**config.mk**
```make
export PLATFORM = sky130hd
export DESIGN_NAME = tdmcfg_top
export DESIGN_NICKNAME = d
export VERILOG_FILES = /design/src/design/tdmcfg_pkg.sv /design/src/design/tdmcfg_top.sv
export SDC_FILE = /design/constraint.sdc
export NUM_CORES = 1
export LEC_CHECK = 0
export ABC_CLOCK_PERIOD_IN_PS = 3200
export BUFFER_PORTS_ARGS = -buffer_cell sky130_fd_sc_hd__buf_2
export CORE_ASPECT_RATIO = 0.75
export CORE_UTILIZATION = 35
export CTS_CLUSTER_DIAMETER = 120
export CTS_CLUSTER_SIZE = 12
export DETAILED_ROUTE_END_ITERATION = 16
export PLACE_DENSITY_LB_ADDON = 0.1
export SYNTH_ARGS = -nofsm -noshare
export SYNTH_HDL_FRONTEND = slang
export SYNTH_SLANG_ARGS = --single-unit
```
**constraint.sdc**
```tcl
create_clock -name aclk -period 3.2 [get_ports aclk]
set_input_delay 0.16 -clock aclk [delete_from_list [all_inputs] [get_ports aclk]]
set_output_delay 0.16 -clock aclk [all_outputs]
set_load 0.02 [all_outputs]
```
**src/design/tdmcfg_pkg.sv**
```systemverilog
// Package for the timeslot path configuration block: register map,
// message codes, field positions and reset values.
// Assumes an AXI4-Lite master with 32-bit data and byte addresses.
package tdmcfg_pkg;
    // Register byte addresses
    localparam logic [7:0] ADDR_HOST_STATUS = 8'h00;
    localparam logic [7:0] ADDR_DEV_STATUS  = 8'h04;
    localparam logic [7:0] ADDR_CTRL_HIGH   = 8'h08;
    localparam logic [7:0] ADDR_CTRL_LOW    = 8'h0C;
    localparam logic [7:0] ADDR_MBOX_WR     = 8'h10;
    localparam logic [7:0] ADDR_MBOX_RD     = 8'h14;
    localparam logic [7:0] ADDR_FLAGS       = 8'h18;
    // Message codes in bits 5:0 of the status bytes
    localparam logic [5:0] CODE_SETUP       = 6'h27;
    localparam logic [5:0] CODE_REQUEST     = 6'h07;
    localparam logic [5:0] CODE_RESPONSE    = 6'h27;
    // Path select values in bits 7:6
    localparam logic [1:0] PATH_ONE         = 2'h1;
    localparam logic [1:0] PATH_TWO         = 2'h2;
    localparam logic [7:0] PARAM_COUNT      = 8'h05;
    localparam logic [2:0] PARAM_LAST       = 3'h5;
    // Field positions
    localparam int         CH_ACCESS_BIT    = 7;
    localparam int         CH_COD_LSB       = 1;
    localparam int         CH_RCV_BIT       = 0;
    localparam int         P1_TXD_BIT       = 4;
    localparam int         P1_RXD_BIT       = 3;
    localparam int         FLAG_RSP_BIT     = 0;
    localparam int         FLAG_BAD_BIT     = 1;
    // Masks keeping only defined bits
    localparam logic [7:0] CH_MASK          = 8'h8F;
    localparam logic [7:0] P1_MASK          = 8'h1F;
    localparam logic [7:0] OFS_MASK         = 8'h3F;
    localparam logic [7:0] SHIFT_MASK       = 8'h07;
    // Reset values: byte 0 control high, bytes 1..5 parameters
    localparam logic [5:0][7:0] CFG_RST_ONE = {8'h00, 8'h00, 8'h00, 8'h00, 8'h10, 8'h00};
    localparam logic [5:0][7:0] CFG_RST_TWO = {8'h00, 8'h01, 8'h00, 8'h01, 8'h10, 8'h00};
    // AXI responses
    localparam logic [1:0] RESP_OKAY        = 2'h0;
    localparam logic [1:0] RESP_SLVERR      = 2'h2;
endpackage : tdmcfg_pkg

```
**src/design/tdmcfg_top.sv**
```systemverilog
// Timeslot path configuration block: mailbox message interpreter with
// AXI4-Lite register access and per-path highway configuration outputs.
// Assumes one clock, synchronous active-low reset, a well-behaved master.
`timescale 1ns/1ps
`default_nettype none
module tdmcfg_top
    import tdmcfg_pkg::*;
(
    input  wire logic             aclk,
    input  wire logic             aresetn,
    input  wire logic [7:0]       s_axi_awaddr,
    input  wire logic [2:0]       s_axi_awprot,
    input  wire logic             s_axi_awvalid,
    output logic                  s_axi_awready,
    input  wire logic [31:0]      s_axi_wdata,
    input  wire logic [3:0]       s_axi_wstrb,
    input  wire logic             s_axi_wvalid,
    output logic                  s_axi_wready,
    output logic [1:0]            s_axi_bresp,
    output logic                  s_axi_bvalid,
    input  wire logic             s_axi_bready,
    input  wire logic [7:0]       s_axi_araddr,
    input  wire logic [2:0]       s_axi_arprot,
    input  wire logic             s_axi_arvalid,
    output logic                  s_axi_arready,
    output logic [31:0]           s_axi_rdata,
    output logic [1:0]            s_axi_rresp,
    output logic                  s_axi_rvalid,
    input  wire logic             s_axi_rready,
    output logic [1:0]            highway_access_en,
    output logic [1:0][2:0]       companding_sel,
    output logic [1:0]            rate_conv_en,
    output logic [1:0]            tx_upstream_sel,
    output logic [1:0]            rx_upstream_sel,
    output logic [1:0][2:0]       slot_word_len,
    output logic [1:0][5:0]       rx_slot_offset,
    output logic [1:0][2:0]       rx_bit_shift,
    output logic [1:0][5:0]       tx_slot_offset,
    output logic [1:0][2:0]       tx_bit_shift
);
    import tdmcfg_pkg::*;

    // Bus channel state
    logic                  aw_held_ff, nxt_aw_held;
    logic                  w_held_ff, nxt_w_held;
    logic [7:0]            awaddr_ff, nxt_awaddr;
    logic [31:0]           wdata_ff, nxt_wdata;
    logic                  wstrb0_ff, nxt_wstrb0;
    logic                  bvalid_ff, nxt_bvalid;
    logic [1:0]            bresp_ff, nxt_bresp;
    logic                  rvalid_ff, nxt_rvalid;
    logic [31:0]           rdata_ff, nxt_rdata;
    logic [1:0]            rresp_ff, nxt_rresp;
    // Mailbox and message state
    logic [7:0]            dev_status_ff, nxt_dev_status;
    logic [7:0]            ctrl_high_ff, nxt_ctrl_high;
    logic [7:0]            ctrl_low_ff, nxt_ctrl_low;
    logic [4:0][7:0]       mbox_in_ff, nxt_mbox_in;
    logic [2:0]            wr_idx_ff, nxt_wr_idx;
    logic [4:0][7:0]       rsp_ff, nxt_rsp;
    logic [2:0]            rd_idx_ff, nxt_rd_idx;
    logic                  rsp_flag_ff, nxt_rsp_flag;
    logic                  bad_flag_ff, nxt_bad_flag;
    // Per-path configuration: byte 0 control high, 1..5 parameters
    logic [5:0][7:0]       cfg_ff [2];

    logic                  do_wr;
    logic                  do_rd;
    logic                  msg_go;
    logic [1:0]            msg_path;
    logic                  path_ok;
    logic                  path_idx;
    logic                  setup_ok;
    logic                  request_ok;
    logic                  wr_mapped;
    logic                  rd_mapped;

    assign do_wr      = aw_held_ff && w_held_ff && !bvalid_ff;
    assign do_rd      = s_axi_arvalid && !rvalid_ff;
    assign msg_go     = do_wr && wstrb0_ff && (awaddr_ff == ADDR_HOST_STATUS);
    assign msg_path   = wdata_ff[7:6];
    assign path_ok    = (msg_path == PATH_ONE) || (msg_path == PATH_TWO);
    assign path_idx   = (msg_path == PATH_TWO);
    assign setup_ok   = msg_go && path_ok && (wdata_ff[5:0] == CODE_SETUP)
                        && (ctrl_low_ff == PARAM_COUNT) && (wr_idx_ff == PARAM_LAST);
    assign request_ok = msg_go && path_ok && (wdata_ff[5:0] == CODE_REQUEST);
    assign wr_mapped  = (awaddr_ff == ADDR_HOST_STATUS) || (awaddr_ff == ADDR_CTRL_HIGH)
                        || (awaddr_ff == ADDR_CTRL_LOW) || (awaddr_ff == ADDR_MBOX_WR)
                        || (awaddr_ff == ADDR_FLAGS) || (awaddr_ff == ADDR_DEV_STATUS)
                        || (awaddr_ff == ADDR_MBOX_RD);
    assign rd_mapped  = (s_axi_araddr <= ADDR_FLAGS) && (s_axi_araddr[1:0] == 2'h0);

    assign s_axi_awready = !aw_held_ff;
    assign s_axi_wready  = !w_held_ff;
    assign s_axi_bvalid  = bvalid_ff;
    assign s_axi_bresp   = bresp_ff;
    assign s_axi_arready = !rvalid_ff;
    assign s_axi_rvalid  = rvalid_ff;
    assign s_axi_rdata   = rdata_ff;
    assign s_axi_rresp   = rresp_ff;

    // Bus and message next state
    always_comb
    begin
        nxt_aw_held    = aw_held_ff;
        nxt_w_held     = w_held_ff;
        nxt_awaddr     = awaddr_ff;
        nxt_wdata      = wdata_ff;
        nxt_wstrb0     = wstrb0_ff;
        nxt_bvalid     = bvalid_ff;
        nxt_bresp      = bresp_ff;
        nxt_rvalid     = rvalid_ff && !s_axi_rready;
        nxt_rdata      = rdata_ff;
        nxt_rresp      = rresp_ff;
        nxt_dev_status = dev_status_ff;
        nxt_ctrl_high  = ctrl_high_ff;
        nxt_ctrl_low   = ctrl_low_ff;
        nxt_mbox_in    = mbox_in_ff;
        nxt_wr_idx     = wr_idx_ff;
        nxt_rsp        = rsp_ff;
        nxt_rd_idx     = rd_idx_ff;
        nxt_rsp_flag   = rsp_flag_ff;
        nxt_bad_flag   = bad_flag_ff;
        if (s_axi_awvalid && !aw_held_ff)
        begin
            nxt_aw_held = 1'b1;
            nxt_awaddr  = s_axi_awaddr;
        end
        if (s_axi_wvalid && !w_held_ff)
        begin
            nxt_w_held = 1'b1;
            nxt_wdata  = s_axi_wdata;
            nxt_wstrb0 = s_axi_wstrb[0];
        end
        if (bvalid_ff && s_axi_bready)
        begin
            nxt_bvalid  = 1'b0;
            nxt_aw_held = 1'b0;
            nxt_w_held  = 1'b0;
        end
        if (do_wr)
        begin
            nxt_bvalid = 1'b1;
            nxt_bresp  = wr_mapped ? RESP_OKAY : RESP_SLVERR;
            if (wstrb0_ff)
            begin
                case (awaddr_ff)
                    ADDR_CTRL_HIGH: nxt_ctrl_high = wdata_ff[7:0];
                    ADDR_CTRL_LOW:  nxt_ctrl_low  = wdata_ff[7:0];
                    ADDR_MBOX_WR:
                        if (wr_idx_ff < PARAM_LAST)
                        begin
                            nxt_mbox_in[wr_idx_ff] = wdata_ff[7:0];
                            nxt_wr_idx             = wr_idx_ff + 3'h1;
                        end
                    ADDR_FLAGS:
                    begin
                        nxt_rsp_flag = rsp_flag_ff && !wdata_ff[FLAG_RSP_BIT];
                        nxt_bad_flag = bad_flag_ff && !wdata_ff[FLAG_BAD_BIT];
                    end
                    default: nxt_wr_idx = wr_idx_ff;
                endcase
            end
        end
        if (msg_go)
        begin
            nxt_wr_idx = 3'h0;
            if (request_ok)
            begin
                nxt_dev_status = {msg_path, CODE_RESPONSE};
                nxt_ctrl_high  = cfg_ff[path_idx][0];
                nxt_ctrl_low   = PARAM_COUNT;
                nxt_rsp        = cfg_ff[path_idx][5:1];
                nxt_rd_idx     = 3'h0;
                nxt_rsp_flag   = 1'b1;
            end
            else if (!setup_ok)
            begin
                nxt_bad_flag = 1'b1;
            end
        end
        if (do_rd)
        begin
            nxt_rvalid = 1'b1;
            nxt_rresp  = rd_mapped ? RESP_OKAY : RESP_SLVERR;
            nxt_rdata  = 32'h0000_0000;
            case (s_axi_araddr)
                ADDR_DEV_STATUS: nxt_rdata[7:0] = dev_status_ff;
                ADDR_CTRL_HIGH:  nxt_rdata[7:0] = ctrl_high_ff;
                ADDR_CTRL_LOW:   nxt_rdata[7:0] = ctrl_low_ff;
                ADDR_MBOX_RD:
                    if (rd_idx_ff < PARAM_LAST)
                    begin
                        nxt_rdata[7:0] = rsp_ff[rd_idx_ff];
                        nxt_rd_idx     = rd_idx_ff + 3'h1;
                    end
                ADDR_FLAGS:
                begin
                    nxt_rdata[FLAG_RSP_BIT] = rsp_flag_ff;
                    nxt_rdata[FLAG_BAD_BIT] = bad_flag_ff;
                    nxt_rdata[10:8]         = wr_idx_ff;
                end
                default: nxt_rdata = 32'h0000_0000;
            endcase
        end
    end

    always_ff @(posedge aclk)
    begin
        if (!aresetn)
        begin
            aw_held_ff    <= 1'b0;
            w_held_ff     <= 1'b0;
            awaddr_ff     <= 8'h00;
            wdata_ff      <= 32'h0000_0000;
            wstrb0_ff     <= 1'b0;
            bvalid_ff     <= 1'b0;
            bresp_ff      <= RESP_OKAY;
            rvalid_ff     <= 1'b0;
            rdata_ff      <= 32'h0000_0000;
            rresp_ff      <= RESP_OKAY;
            dev_status_ff <= 8'h00;
            ctrl_high_ff  <= 8'h00;
            ctrl_low_ff   <= 8'h00;
            mbox_in_ff    <= '0;
            wr_idx_ff     <= 3'h0;
            rsp_ff        <= '0;
            rd_idx_ff     <= 3'h0;
            rsp_flag_ff   <= 1'b0;
            bad_flag_ff   <= 1'b0;
        end
        else
        begin
            aw_held_ff    <= nxt_aw_held;
            w_held_ff     <= nxt_w_held;
            awaddr_ff     <= nxt_awaddr;
            wdata_ff      <= nxt_wdata;
            wstrb0_ff     <= nxt_wstrb0;
            bvalid_ff     <= nxt_bvalid;
            bresp_ff      <= nxt_bresp;
            rvalid_ff     <= nxt_rvalid;
            rdata_ff      <= nxt_rdata;
            rresp_ff      <= nxt_rresp;
            dev_status_ff <= nxt_dev_status;
            ctrl_high_ff  <= nxt_ctrl_high;
            ctrl_low_ff   <= nxt_ctrl_low;
            mbox_in_ff    <= nxt_mbox_in;
            wr_idx_ff     <= nxt_wr_idx;
            rsp_ff        <= nxt_rsp;
            rd_idx_ff     <= nxt_rd_idx;
            rsp_flag_ff   <= nxt_rsp_flag;
            bad_flag_ff   <= nxt_bad_flag;
        end
    end

    // Per-path configuration store and outputs
    for (genvar p = 0; p < 2; p++)
    begin : g_path
        logic [5:0][7:0] nxt_cfg;

        always_comb
        begin
            nxt_cfg = cfg_ff[p];
            if (setup_ok && (path_idx == 1'(p)))
            begin
                nxt_cfg[0] = ctrl_high_ff  & CH_MASK;
                nxt_cfg[1] = mbox_in_ff[0] & P1_MASK;
                nxt_cfg[2] = mbox_in_ff[1] & OFS_MASK;
                nxt_cfg[3] = mbox_in_ff[2] & SHIFT_MASK;
                nxt_cfg[4] = mbox_in_ff[3] & OFS_MASK;
                nxt_cfg[5] = mbox_in_ff[4] & SHIFT_MASK;
            end
        end

        always_ff @(posedge aclk)
        begin
            if (!aresetn)
            begin
                cfg_ff[p] <= (p == 0) ? CFG_RST_ONE : CFG_RST_TWO;
            end
            else
            begin
                cfg_ff[p] <= nxt_cfg;
            end
        end

        assign highway_access_en[p] = cfg_ff[p][0][CH_ACCESS_BIT];
        assign companding_sel[p]    = cfg_ff[p][0][CH_COD_LSB +: 3];
        assign rate_conv_en[p]      = cfg_ff[p][0][CH_RCV_BIT];
        assign tx_upstream_sel[p]   = cfg_ff[p][1][P1_TXD_BIT];
        assign rx_upstream_sel[p]   = cfg_ff[p][1][P1_RXD_BIT];
        assign slot_word_len[p]     = cfg_ff[p][1][2:0];
        assign rx_slot_offset[p]    = cfg_ff[p][2][5:0];
        assign rx_bit_shift[p]      = cfg_ff[p][3][2:0];
        assign tx_slot_offset[p]    = cfg_ff[p][4][5:0];
        assign tx_bit_shift[p]      = cfg_ff[p][5][2:0];
    end
endmodule : tdmcfg_top
`default_nettype wire

```
==> key figures <==
Worst setup path
  – Required @ worst endpoint: 3.49 ns
  – Crit path launch type: register
  – Crit path max fanout: 28
  – Worst setup EP type: register
  – Worst EP arrival: approximately 3.1 ns
  – Critical path class: register to register

Synthesis
  – Synth Instances: 792
  – Mean post-synth cell area: 9.18 um^2
  – Synth warn: 0
  – Number of distinct library cells after synthesis: 51
  – Synth Area in Compound Gates: 13.4%
  – Post-synthesis mux area share: 18.4%
  – Most common flop cell mapped by yosys: dfxtp_1
  – Synth Area in Adders: less than 1%
  – Synth Area in XOR/XNOR: 0%
  – Post-synth EDFFs: 0
  – Netlist Area Pre-Place: 7270 um^2
  – Sequential share of the synthesized area: between 40% and 50%
  – FF+latch count, synth: ~160
  – FFs w/ async S/R, synth: 0%
  – Largest family of logic cells by synthesized area: multiplexers
  – Simple-Gate Fraction of Synth Area: approximately 16%

Timing
  – Tightest Pin Transition: 1.04 ns
  – Slew margin rel.: 29.8%
  – Final WS setup: 0.398 ns
  – Fmax: approximately 360 MHz
  – Fin crit period: 2.80 ns
  – Final Skew: 0.00909 ns
  – Endpoints failing setup: 0
  – Final Hold Fails: 0
  – RSZ-0062 raised after global routing: no
  – Setup TNS: 0 ns
  – Final Max Tran Viols: 0
  – Final Cycle Share: 87.6%

Final layout
  – Layout Utilization: 43.0%
  – # diodes: 0
  – Fin area: between 8000 and 9000 um^2
  – # nets final: 961
  – Fraction of layout cells with a size suffix above 1: roughly a fifth
  – Fill cells: 2037
  – Area grow syn2layout: 19.9%

Clocking
  – CTS Buffer Depth: 2
  – CTS Sinks: roughly 160
  – Num CTS Buffers: 17
  – CTS clk-pin slew, worst paths: ~0.06 ns
  – H-tree levels: 4
  – CTS tree: done
  – Root buf cell: clkbuf_16
  – Post-CTS sizing: 0
  – Skew-Pair Late Insertion Delay: 0.43 ns

Placement
  – Place WS: around 0.41 ns
  – IO buf count: 105
  – DP HPWL: ~15000 um
  – Final GP Congestion: 0.843
  – Placed Area: 7940 um^2

Floorplan
  – Num ports: 162
  – Core Rows: 45
  – Die Ht: 127 um
  – Core Box Area: 20300 um^2
  – Die X: 168 um
  – Full die area: roughly 21000 um^2
  – Starting Density: 35.9%

Global route
  – GR Util All Layers: approximately a fifth
  – M3 GR Usage: between 3 and 4%
  – Vias in the first global route: 5979
  – GR Layer Usage met2: 30.6%
  – GR Layer Usage met1: 30.0%
  – Grt total ovfl: 0
  – Grt peak-use layer: met2
  – Initial antenna violation count: 0
  – Pin count of the biggest net entering global routing: 101
  – Global-route wire length before repair: 33400 um

Routing
  – Final ANT Viol Nets: 0
  – Initial DRC Count: just over 400
  – Vias: 6090
  – Final WL: 21400 um
  – Vias per std cell: 5.24
  – # DRC: 0
  – First-pass iteration count of the detailed router: 6
  – Routed wire length per instance: between 15 and 20 um

Job
  – Max Cap Viol: 0

Power and ir drop
  – Maximum vdd drop: about 0.36 mV
  – P_leak: 3.45 nW
  – Pwr/cell area: 500 nW/um^2

Status
  – Status: completed

Min path
  – Worst hold path type: input pin to register
power breakdown:
group / internal, mW / switching, mW
sequential: 2.05 / 0.0259
combinational: 0.0911 / 0.182
clock: 1.12 / 0.884
total: 3.26 / 1.09
final timing paths:
path | start | depth (start not counted) | slack, ns | endpoint
worst min-delay path | s_axi_bready | 3 | 0.02 | s_axi_bvalid$_SDFFE_PN0P_
worst max-delay path | awaddr_ff[0]$_SDFFE_PN0P_ | 4 | 0.40 | cfg_ff[0][12]$_SDFFE_PN1P_
worst max register to register | awaddr_ff[0]$_SDFFE_PN0P_ | 4 | 0.40 | cfg_ff[0][12]$_SDFFE_PN1P_
worst min register to register | s_axi_rdata[3]$_SDFFE_PN0P_ | 2 | 0.45 | s_axi_rdata[3]$_SDFFE_PN0P_
logic make-up after synthesis:
family,Yosys count
multiplexers,129
adder cells (fa/ha/maj),4
flip-flops,163
AO/OA/AOI/OAI,157
AND/OR/NAND/NOR,241
other,1
buffers and inverters,97
Yosys cell counts (all sizes together), types with 11 or more instances:
cell / n / share of area, %
dfxtp: 163 / 45
mux2i: 120 / 17
a21oi: 38 / 2.6
a211oi: 29 / 3.0
nand3: 25 / 1.7
nor2: 37 / 1.9
nand2: 121 / 6.2
clkbuf: 52 / 2.7
o21ai: 35 / 2.4
buf: 34 / 3.5
inv: 11 / 0.57
a31oi: 30 / 2.6
layer usage:
layer / up-vias / wire [um]
met5: - / 0
met4: 0 / 229
met3: 19 / 833
met2: 152 / 9190
met1: 2936 / 11200
li1: 2983 / -
state kept, by name (all words and copies together) (netlist names):
| name | flops |
|---|---|
| dev_status_ff | 3 |
| wdata_ff | 8 |
| wstrb0_ff | 1 |
| rsp_ff | 23 |
| cfg_ff | 56 |
| aw_held_ff | 1 |
| rsp_flag_ff | 1 |
| s_axi_rresp | 1 |
| w_held_ff | 1 |
| s_axi_rvalid | 1 |
| ctrl_low_ff | 8 |
| awaddr_ff | 8 |
| bad_flag_ff | 1 |
| ctrl_high_ff | 8 |
| rd_idx_ff | 3 |
| wr_idx_ff | 3 |
| s_axi_rdata | 11 |
| s_axi_bvalid | 1 |
| mbox_in_ff | 23 |
| s_axi_bresp | 1 |
final cells by class:
class	instances	area, um^2	area share [%]
timing repair buffer	145	901	10.3
sequential	163	3260	37.4
inverter	11	41.3	0.473
clock buffer	19	453	5.19
multi-input combinational	554	3610	41.4
clock inverter	13	125	1.43
tap	258	323	3.70
cells in the final DEF, fill, tap and decap left out, types with 6 or more instances in the layout:
cell type and n:
clkbuf_16 17, nand2_1 121, a31oi_1 30, o21ai_0 34, buf_2 105, a211oi_1 29, mux2_2 6, nand3_1 25
buf_4 18, mux2i_1 120, conb_1 23, inv_1 10, a21oi_1 38, and2_1 6, nand4_1 6, dlygate4sd3_1 20
dfxtp_1 163, nor2_1 37
timing repair:
action | 4_1_cts | 5_1_grt
hold buffers | 20 | 0
buffers inserted | 0 | 0
endpoints found under the hold margin | 20 | 0
worst max-delay path: stages (launching register included):
cell and delay, ns:
dfxtp_1 0.31, or4_4 0.60, or4_1 0.68, or4_4 0.82, mux2i_1 0.21
per-stage QoR:
stage | hold slack [ns] | std cells | power [mW]
after floorplan | 0.270 | 814 | 2.31
after detailed placement | 0.377 | 1111 | 2.37
after CTS | 0.00614 | 1163 | 4.40
after global placement | 0.367 | 1111 | 2.37
final | 0.0217 | 1163 | 4.36
after global routing | 0.0169 | 1163 | 4.51
Power figures use the tool's default switching activity.
